[config.mk]
export PLATFORM = sky130hd
export DESIGN_NAME = oscmc_top
export DESIGN_NICKNAME = d
export VERILOG_FILES = /design/src/core/oscmc_pkg.sv /design/src/core/oscmc_top.sv
export SDC_FILE = /design/constraint.sdc
export NUM_CORES = 1
export LEC_CHECK = 0
export BUFFER_PORTS_ARGS = -buffer_cell sky130_fd_sc_hd__buf_2
export CORE_ASPECT_RATIO = 1.25
export CORE_MARGIN = 4
export CORE_UTILIZATION = 53
export CTS_CLUSTER_DIAMETER = 60
export CTS_CLUSTER_SIZE = 10
export DETAILED_ROUTE_END_ITERATION = 7
export GPL_TIMING_DRIVEN = 0
export HOLD_SLACK_MARGIN = 0.03
export PLACE_DENSITY = 0.88
export SLEW_MARGIN = 15
export SYNTH_ARGS = -nofsm -noshare
export SYNTH_HDL_FRONTEND = slang
export SYNTH_SLANG_ARGS = --single-unit
[constraint.sdc]
create_clock -name MCLK -period 3.9 [get_ports MCLK]
set_input_delay 0.78 -clock MCLK [delete_from_list [all_inputs] [get_ports MCLK]]
set_output_delay 0.78 -clock MCLK [all_outputs]
set_load 0.05 [all_outputs]
[src/core/oscmc_pkg.sv]
/*
 holds the constants and carrier types of the oscillator and operating-mode controller.
 assumes a 200 MHz MCLK domain that counts oscillator periods as enable pulses.
*/
package oscmc_pkg;
   // ==========================================================
   // register map (byte addresses, only byte lane 0 carries data)
   // ==========================================================
   localparam logic [7:0] OSC_MODE_ADDR = 8'hCA;
   localparam logic [7:0] P1_WAKE_ADDR = 8'hC0;
   localparam logic [7:0] OSC_MODE_RESET = 8'h00;
   localparam logic [7:0] P1_WAKE_RESET = 8'h00;
   localparam int HIGH_STOP_BIT = 1;
   localparam int CLK_SLOW_BIT = 2;
   localparam int POWER_DOWN_BIT = 3;
   localparam int GREEN_BIT = 4;
   localparam logic [7:0] OSC_MODE_WMASK = 8'h1E;
   // ==========================================================
   // operating-mode field codes
   // ==========================================================
   localparam logic [1:0] OPMODE_NORMAL = 2'h0;
   localparam logic [1:0] OPMODE_SLEEP = 2'h1;
   localparam logic [1:0] OPMODE_GREEN = 2'h2;
   localparam logic [1:0] OPMODE_RSVD = 2'h3;
   // ==========================================================
   // timing counts in oscillator periods, and the counter width in bits
   // ==========================================================
   localparam int CFG_LOW_PERIODS = 2048;
   localparam int WARM_RESET_PERIODS = 2048;
   localparam int WARM_WAKE_PERIODS = 32;
   localparam int SLOW_CPU_DIV = 4;
   localparam int CNT_W = 12;

   typedef enum logic [5:0]
   {
      ST_CONFIG = 6'h01,
      ST_WARM = 6'h02,
      ST_RUN = 6'h04,
      ST_GREEN = 6'h08,
      ST_SLEEP = 6'h10,
      ST_WAKE = 6'h20
   } oscmc_state_t;

   typedef struct packed
   {
      logic high_osc_run;
      logic low_osc_run;
      logic sys_clk_slow;
      logic cpu_run;
      logic timers_run;
   } oscmc_clk_ctrl_t;
endpackage

[src/core/oscmc_top.sv]
/*
 oscillator and operating-mode controller: mode sequencing, oscillator gating,
 clock-source selection and warm-up counting.
 assumes the two oscillators are presented as one-MCLK-cycle period ticks,
 that all inputs are synchronous to MCLK, and an Avalon-MM slave at byte addresses.
*/
// Overview of operation
// - slow mode instruction rate is low/4
// - mode register at 0CAH, zero reset
// - stop bit halts high-speed oscillator only
// - clock select picks low-speed system clock
// - mode field: normal, sleep, green, reserved
// - low oscillator stops: sleep, green-slow-no-watchdog
// - no separate low oscillator off control
// - wait 2048 low periods at power-up
// - reset warm-up 2048 high periods
// - sleep wake-up waits 32 high periods
// - oscillators and execution follow mode table
// - timers follow enables, off in sleep
// - wake sources differ for green, sleep
// - after reset enter normal and execute
// - sleep wake-up always returns to normal
// - green wake-up returns to prior mode
// - slow mode leaves high oscillator running
// - sleep bit cleared by hardware on wake
// - sleep stops oscillators and execution
// - stop bit in normal acts as sleep
// - port 0 always wakes, port 1 masked
// - either pin edge triggers wake-up
// - green bit cleared by hardware on wake
// - green wake-up has no warm-up
module oscmc_top
(
   input wire logic MCLK,
   input wire logic RESET,
   input wire logic HIGH_OSC_TICK,
   input wire logic LOW_OSC_TICK,
   input wire logic WATCHDOG_ENABLE,
   input wire logic [7:0] PORT0_IN,
   input wire logic [7:0] PORT1_IN,
   input wire logic BASIC_TIMER_OVERFLOW,
   input wire logic COMPARATOR_EVENT,
   input wire logic [3:0] TIMER_ENABLES,
   input wire logic [7:0] AVS_ADDRESS,
   input wire logic AVS_READ,
   input wire logic AVS_WRITE,
   input wire logic [31:0] AVS_WRITEDATA,
   input wire logic [3:0] AVS_BYTEENABLE,
   output logic [31:0] AVS_READDATA,
   output logic AVS_WAITREQUEST,
   output logic HIGH_OSC_ENABLE,
   output logic LOW_OSC_ENABLE,
   output logic SYS_CLK_SLOW,
   output logic CPU_TICK,
   output logic CPU_RUN,
   output logic [3:0] TIMER_RUN,
   output logic [5:0] MODE_STATE
);
   // ==========================================================
   // state
   // ==========================================================
   oscmc_pkg::oscmc_state_t state_q;
   logic [7:0] osc_mode_q;
   logic [7:0] p1_wake_q;
   logic [7:0] port0_q;
   logic [7:0] port1_q;
   logic [oscmc_pkg::CNT_W-1:0] cnt_q;
   logic [1:0] div_q;
   logic sel_slow_q;
   logic ack_q;
   oscmc_pkg::oscmc_clk_ctrl_t ctrl_q;

   logic high_stop;
   logic clk_slow;
   logic [1:0] mode_field;
   logic pin_change;
   logic green_wake;
   logic sys_tick;
   logic bus_req;
   logic mode_wr;
   logic wake_wr;

   function automatic logic [7:0] lane0(input logic [31:0] data);
      lane0 = data[7:0];
   endfunction

   assign high_stop = osc_mode_q[oscmc_pkg::HIGH_STOP_BIT];
   assign clk_slow = osc_mode_q[oscmc_pkg::CLK_SLOW_BIT];
   assign mode_field = osc_mode_q[oscmc_pkg::GREEN_BIT:oscmc_pkg::POWER_DOWN_BIT];

   // ==========================================================
   // bus slave: one wait cycle, then answer
   // ==========================================================
   // a write lands on the first request edge; a held request is never withdrawn
   assign bus_req = AVS_READ | AVS_WRITE;
   assign AVS_WAITREQUEST = bus_req & ~ack_q;
   assign mode_wr = AVS_WRITE & ~ack_q & AVS_BYTEENABLE[0]
                    & (AVS_ADDRESS == oscmc_pkg::OSC_MODE_ADDR);
   assign wake_wr = AVS_WRITE & ~ack_q & AVS_BYTEENABLE[0]
                    & (AVS_ADDRESS == oscmc_pkg::P1_WAKE_ADDR);

   always_ff @(posedge MCLK or posedge RESET)
   begin
      if (RESET)
         ack_q <= 1'b0;
      else
         ack_q <= bus_req & ~ack_q;
   end

   always_ff @(posedge MCLK or posedge RESET)
   begin
      if (RESET)
         AVS_READDATA <= 32'h00000000;
      else if (AVS_READ & ~ack_q)
      begin
         if (AVS_ADDRESS == oscmc_pkg::OSC_MODE_ADDR)
            AVS_READDATA <= {24'h000000, osc_mode_q & oscmc_pkg::OSC_MODE_WMASK};
         else
            AVS_READDATA <= 32'h00000000;
      end
   end

   // ==========================================================
   // wake detection
   // ==========================================================
   always_ff @(posedge MCLK or posedge RESET)
   begin
      if (RESET)
      begin
         port0_q <= 8'h00;
         port1_q <= 8'h00;
      end
      else
      begin
         port0_q <= PORT0_IN;
         port1_q <= PORT1_IN;
      end
   end

   // a false change right after reset is harmless: start-up states ignore wake-up
   // a level change on any port 0 pin or on a port 1 pin enabled in p1_wake_q
   assign pin_change = |(port0_q ^ PORT0_IN) | |((port1_q ^ PORT1_IN) & p1_wake_q);
   // green takes timer and comparator too
   assign green_wake = pin_change | BASIC_TIMER_OVERFLOW | COMPARATOR_EVENT;

   always_ff @(posedge MCLK or posedge RESET)
   begin
      if (RESET)
         p1_wake_q <= oscmc_pkg::P1_WAKE_RESET;
      else if (wake_wr)
         p1_wake_q <= lane0(AVS_WRITEDATA);
   end

   // ==========================================================
   // mode register: hardware clear beats software write
   // ==========================================================
   always_ff @(posedge MCLK or posedge RESET)
   begin
      if (RESET)
         osc_mode_q <= oscmc_pkg::OSC_MODE_RESET;
      else if (state_q == oscmc_pkg::ST_SLEEP && pin_change)
      begin
         osc_mode_q[oscmc_pkg::POWER_DOWN_BIT] <= 1'b0;
         osc_mode_q[oscmc_pkg::CLK_SLOW_BIT] <= 1'b0;
         osc_mode_q[oscmc_pkg::HIGH_STOP_BIT] <= 1'b0;
      end
      else if (state_q == oscmc_pkg::ST_GREEN && green_wake)
         // clock select kept, prior mode restored
         osc_mode_q[oscmc_pkg::GREEN_BIT] <= 1'b0;
      // a wake clear cannot meet a real write: execution is halted in sleep and green
      else if (mode_wr)
         osc_mode_q <= lane0(AVS_WRITEDATA) & oscmc_pkg::OSC_MODE_WMASK;
   end

   // ==========================================================
   // sequencer
   // ==========================================================
   always_ff @(posedge MCLK or posedge RESET)
   begin
      if (RESET)
      begin
         state_q <= oscmc_pkg::ST_CONFIG;
         cnt_q <= '0;
      end
      else
      begin
         unique case (state_q)
            oscmc_pkg::ST_CONFIG:
            begin
               if (LOW_OSC_TICK)
               begin
                  if (cnt_q == oscmc_pkg::CNT_W'(oscmc_pkg::CFG_LOW_PERIODS - 1))
                  begin
                     cnt_q <= '0;
                     state_q <= oscmc_pkg::ST_WARM;
                  end
                  else
                     cnt_q <= cnt_q + 1'b1;
               end
            end
            oscmc_pkg::ST_WARM:
            begin
               if (HIGH_OSC_TICK)
               begin
                  if (cnt_q == oscmc_pkg::CNT_W'(oscmc_pkg::WARM_RESET_PERIODS - 1))
                  begin
                     cnt_q <= '0;
                     state_q <= oscmc_pkg::ST_RUN;
                  end
                  else
                     cnt_q <= cnt_q + 1'b1;
               end
            end
            oscmc_pkg::ST_RUN:
            begin
               // field decode picks the next mode
               if (mode_field == oscmc_pkg::OPMODE_SLEEP)
                  state_q <= oscmc_pkg::ST_SLEEP;
               else if (mode_field == oscmc_pkg::OPMODE_GREEN)
                  state_q <= oscmc_pkg::ST_GREEN;
               // no clock left acts as sleep
               else if (high_stop && !clk_slow)
                  state_q <= oscmc_pkg::ST_SLEEP;
            end
            oscmc_pkg::ST_GREEN:
            begin
               if (green_wake)
                  state_q <= oscmc_pkg::ST_RUN;
            end
            oscmc_pkg::ST_SLEEP:
            begin
               if (pin_change)
               begin
                  cnt_q <= '0;
                  state_q <= oscmc_pkg::ST_WAKE;
               end
            end
            oscmc_pkg::ST_WAKE:
            begin
               if (HIGH_OSC_TICK)
               begin
                  if (cnt_q == oscmc_pkg::CNT_W'(oscmc_pkg::WARM_WAKE_PERIODS - 1))
                  begin
                     cnt_q <= '0;
                     state_q <= oscmc_pkg::ST_RUN;
                  end
                  else
                     cnt_q <= cnt_q + 1'b1;
               end
            end
            default:
               state_q <= oscmc_pkg::ST_CONFIG;
         endcase
      end
   end

   // ==========================================================
   // oscillator and clock control
   // ==========================================================
   always_ff @(posedge MCLK or posedge RESET)
   begin
      if (RESET)
         ctrl_q <= '{1'b1, 1'b1, 1'b0, 1'b0, 1'b0};
      else
      begin
         // slow select alone leaves it on
         ctrl_q.high_osc_run <= (state_q != oscmc_pkg::ST_SLEEP)
            & ~(state_q inside {oscmc_pkg::ST_RUN, oscmc_pkg::ST_GREEN} & high_stop);
         ctrl_q.low_osc_run <= (state_q != oscmc_pkg::ST_SLEEP)
            & ~(state_q == oscmc_pkg::ST_GREEN & clk_slow & ~WATCHDOG_ENABLE);
         // execution in normal and slow only
         ctrl_q.cpu_run <= (state_q == oscmc_pkg::ST_RUN);
         // timers off in sleep and start-up
         ctrl_q.timers_run <= state_q inside {oscmc_pkg::ST_RUN, oscmc_pkg::ST_GREEN};
         // change source only on a low tick edge
         ctrl_q.sys_clk_slow <= sel_slow_q;
      end
   end

   // source swap waits for a low-oscillator period boundary
   // limitation: the swap may lag the select bit by up to four low periods
   always_ff @(posedge MCLK or posedge RESET)
   begin
      if (RESET)
         sel_slow_q <= 1'b0;
      else if (LOW_OSC_TICK && div_q == 2'h0)
         sel_slow_q <= clk_slow;
   end

   always_ff @(posedge MCLK or posedge RESET)
   begin
      if (RESET)
         div_q <= 2'h0;
      else if (LOW_OSC_TICK)
         div_q <= 2'(div_q + 2'h1);
   end

   assign sys_tick = sel_slow_q ? (LOW_OSC_TICK & (div_q == 2'(oscmc_pkg::SLOW_CPU_DIV - 1)))
                                : HIGH_OSC_TICK;

   always_ff @(posedge MCLK or posedge RESET)
   begin
      if (RESET)
         CPU_TICK <= 1'b0;
      else
         CPU_TICK <= sys_tick & (state_q == oscmc_pkg::ST_RUN);
   end

   // each timer follows its own enable
   always_ff @(posedge MCLK or posedge RESET)
   begin
      if (RESET)
         TIMER_RUN <= 4'h0;
      else
         TIMER_RUN <= TIMER_ENABLES & {4{ctrl_q.timers_run}};
   end

   assign HIGH_OSC_ENABLE = ctrl_q.high_osc_run;
   assign LOW_OSC_ENABLE = ctrl_q.low_osc_run;
   assign SYS_CLK_SLOW = ctrl_q.sys_clk_slow;
   assign CPU_RUN = ctrl_q.cpu_run;
   assign MODE_STATE = state_q;
endmodule

==> results.sh <==
export IMPL_status="finished clean"
export IMPL_cts_buffers=9
export IMPL_synth_area_leader_cell="dfrtp_1"
export IMPL_die_w_um=77.2
export IMPL_clock_sinks=64
export IMPL_grt_overflow_total=0
export IMPL_drt_wl_total_mm=6.66
export IMPL_ys_types=49
export IMPL_avgSynthCellArea_um2=10.5
export IMPL_yosysWarningCount=0
export IMPL_leakage_nw=2.05
export IMPL_diodes=0
export IMPL_nets=484
export IMPL_dp_hpwl_mm=4.96
export IMPL_wl_per_cell_um=14.0
export IMPL_tritoncts="done"
export IMPL_fin_setup_tns_ps=0
export IMPL_antenna_found_initial=0
export IMPL_p_int_mw=1.26
export IMPL_gp_congestion=0.812
export IMPL_grt_pass1_wl_mm=11.6
export IMPL_final_cell_count_no_fill=477
export IMPL_path_max_fanout=10
export IMPL_syn_area_mm2=0.00317
export IMPL_drtPass1Iterations=4
export IMPL_cts_resized=0
export IMPL_die_h_um=94.5
export IMPL_setup_viol=0
export IMPL_crit_type="input port to flip-flop"
export IMPL_power_switching_uw=440
export IMPL_dieArea_mm2=0.00729
export IMPL_clk_latency_ps=340
export IMPL_arrival_ps=2860
export IMPL_report_final_slew_viol_count=0
export IMPL_grt_setup_unrepaired="false"
export IMPL_grt_max_degree=65
export IMPL_slew_headroom=0.479
export IMPL_comb_power_share=0.138
export IMPL_root_buffer="clkbuf_8"
export IMPL_htree_levels=3
export IMPL_final_setup_skew_ps=9.39
export IMPL_track_usage=0.199
export IMPL_ios=121
export IMPL_ys_top_cells_by_area="dfrtp_1 (48%), buf_4 (6.6%), xor2_1 (5.3%)"
export IMPL_final_layout_size_suffix_gt1_frac=0.324
export IMPL_synth_top_area_share=0.482
export IMPL_fin_crit_sh=0.673
export IMPL_rows=31
export IMPL_crit_buf_inv=2
export IMPL_coreArea_mm2=0.00582
export IMPL_drt_initial_drc_count=216
export IMPL_vias=2490
export IMPL_pwr_share_clk=0.418
export IMPL_critPathCaptureType="flip-flop"
export IMPL_sw_frac_of_total=0.259
export IMPL_ir_drop_uv=347
export IMPL_clk_pin_slew_ps=70
export IMPL_max_stage_delay_ps=520
export IMPL_cap_violations=0
export IMPL_portBuffers=65
export IMPL_start_kind="input port"
export IMPL_cpMaxStageDelayCell="o211ai_1"
export IMPL_cts_hold_buf=0
export IMPL_critical_path_cell_chain="buf_2 -> xor2_1 -> nor4_1 -> nand4_1 -> o211ai_1 -> clkbuf_1 -> o21ai_0 -> o41ai_1"
export IMPL_area_growth_synth_to_final_pct=24.0
export IMPL_power_density_mw_per_mm2=433
export IMPL_yosysSeqAreaShare=0.507
export IMPL_ys_ff_latch=64
export IMPL_hold_class="flip-flop to flip-flop"
export IMPL_post_place_cells=461
export IMPL_max_freq_ghz=0.381
export IMPL_async_flop_share=1.00
export IMPL_syn_inst=303
export IMPL_viasPerCell=5.22
export IMPL_start_util=0.545
export IMPL_route_detailed_drc=0
export IMPL_ys_flop_type="dfrtp_1"
export IMPL_first_global_vias=2516
export IMPL_seqPwrFrac=0.444
export IMPL_synth_edf_count=0
export IMPL_cpLargestDelayFamily="compound AO/OA/AOI/OAI gates"
export IMPL_clockBufferDepth=2
export IMPL_finalHoldViolCount=0
export IMPL_post_cts_buffers=0
export IMPL_critical_path_required_ps=4140
export IMPL_min_period_ps=2630
export IMPL_tightest_slew_ps=781
export IMPL_ant_nets=0
## power groups by stage
stage	Combinational (mW)	Clock, mW	Sequential [mW]
final	0.235	0.710	0.755
after global routing	0.262	0.750	0.763
after CTS	0.236	0.718	0.754
after detailed placement	0.234	0	0.766
after global placement	0.226	0	0.764
after floorplan	0.183	0	0.758
## synth_stat cells, types with 6 or more instances
library cell / instances
dfrtp_1: 61
inv_1: 10
nand2_1: 26
mux2_2: 9
buf_4: 28
and2_1: 7
o21ai_0: 18
nand3_1: 14
nand2b_1: 7
nor2_1: 12
xor2_1: 19
nor4_1: 6
## final timing paths
kind                                           startpoint                endpoint  slack, ps  cells after the start
worst max-delay path                          PORT0_IN[4]    cnt_q[7]$_DFFE_PP0P_       1270                      8
worst min-delay path               sel_slow_q$_DFFE_PP0P_  SYS_CLK_SLOW$_DFF_PP0_        420                      0
worst max register to register  MODE_STATE[5]$_DFFE_PP0P_    cnt_q[7]$_DFFE_PP0P_       1290                      8
worst min register to register     sel_slow_q$_DFFE_PP0P_  SYS_CLK_SLOW$_DFF_PP0_        420                      0
max in group asynchronous                           RESET      CPU_TICK$_DFF_PP0_       2820                      2
min in group asynchronous                           RESET  TIMER_RUN[0]$_DFF_PP0_        580                      2
## placed cells by master (no fill, tap or decap), drive strengths merged, types with 4 or more instances in the layout
cell type	count
or2	4
nand2	26
xor2	19
and3	5
a22o	4
nor3	6
and2	8
a22oi	5
or3	5
nand2b	7
clkbuf	17
nand3	14
nor2	12
mux2	9
inv	10
o21ai	19
ha	5
dfrtp	61
buf	98
mux2i	4
o31ai	5
conb	28
nor4	6
## cells by family (layout without fill, tap and decap cells)
group | count (synthesis) | count (layout) | share of synthesized area
buf+inv | 47 | 128 | 0.0947
flops | 64 | 64 | 0.507
xor+xnor | 19 | 19 | 0.0525
other cells | 1 | 28 | 0.00118
simple gates | 101 | 101 | 0.169
fa+ha+maj | 5 | 5 | 0.0197
compound gates | 53 | 53 | 0.112
mux | 13 | 13 | 0.0446
## sequential cells by signal, indices dropped and copies added, names as in the netlist
signal and flops:
AVS_READDATA 4, CPU_RUN 1, CPU_TICK 1, HIGH_OSC_ENABLE 1, LOW_OSC_ENABLE 1, MODE_STATE 6, SYS_CLK_SLOW 1, TIMER_RUN 4
ack_q 1, cnt_q 12, ctrl_q 1, div_q 2, osc_mode_q 4, p1_wake_q 8, port0_q 8, port1_q 8
sel_slow_q 1
## area by class of cell
class / instances / area, µm²
fill: 424 / 1890
sequential: 64 / 1610
multi-input combinational: 219 / 1370
timing repair buffer: 65 / 325
buffer: 37 / 263
clock buffer: 13 / 159
clock inverter: 3 / 90.1
tap: 66 / 82.6
inverter: 10 / 40.0
## metrics by stage
stage / util / hold slack, ps / setup WS [ps] / total power, mW / instance area, µm²
after floorplan: - / 382 / 1470 / 0.940 / 3270
after global placement: 0.632 / 394 / 862 / 0.990 / 3680
after detailed placement: 0.633 / 408 / 924 / 1.00 / 3680
after CTS: 0.675 / 426 / 1300 / 1.71 / 3930
after global routing: 0.675 / 449 / 1060 / 1.78 / 3930
final: 0.675 / 423 / 1270 / 1.70 / 3930
## per-layer routing
| metal | track usage | routed length (µm) |
|---|---|---|
| met4 | 0.0875 | 155 |
| met2 | 0.335 | 3360 |
| met1 | 0.242 | 2710 |
| met3 | 0.0515 | 432 |
| met5 | 0 | 0 |
## worst register-to-register path: cells and delay by family (launching register included)
family,cells,cell delay (ps)
flops,1,390
simple gates,2,780
buf+inv,2,580
compound gates,4,750
No activity file was read; power rests on OpenSTA's default activity.
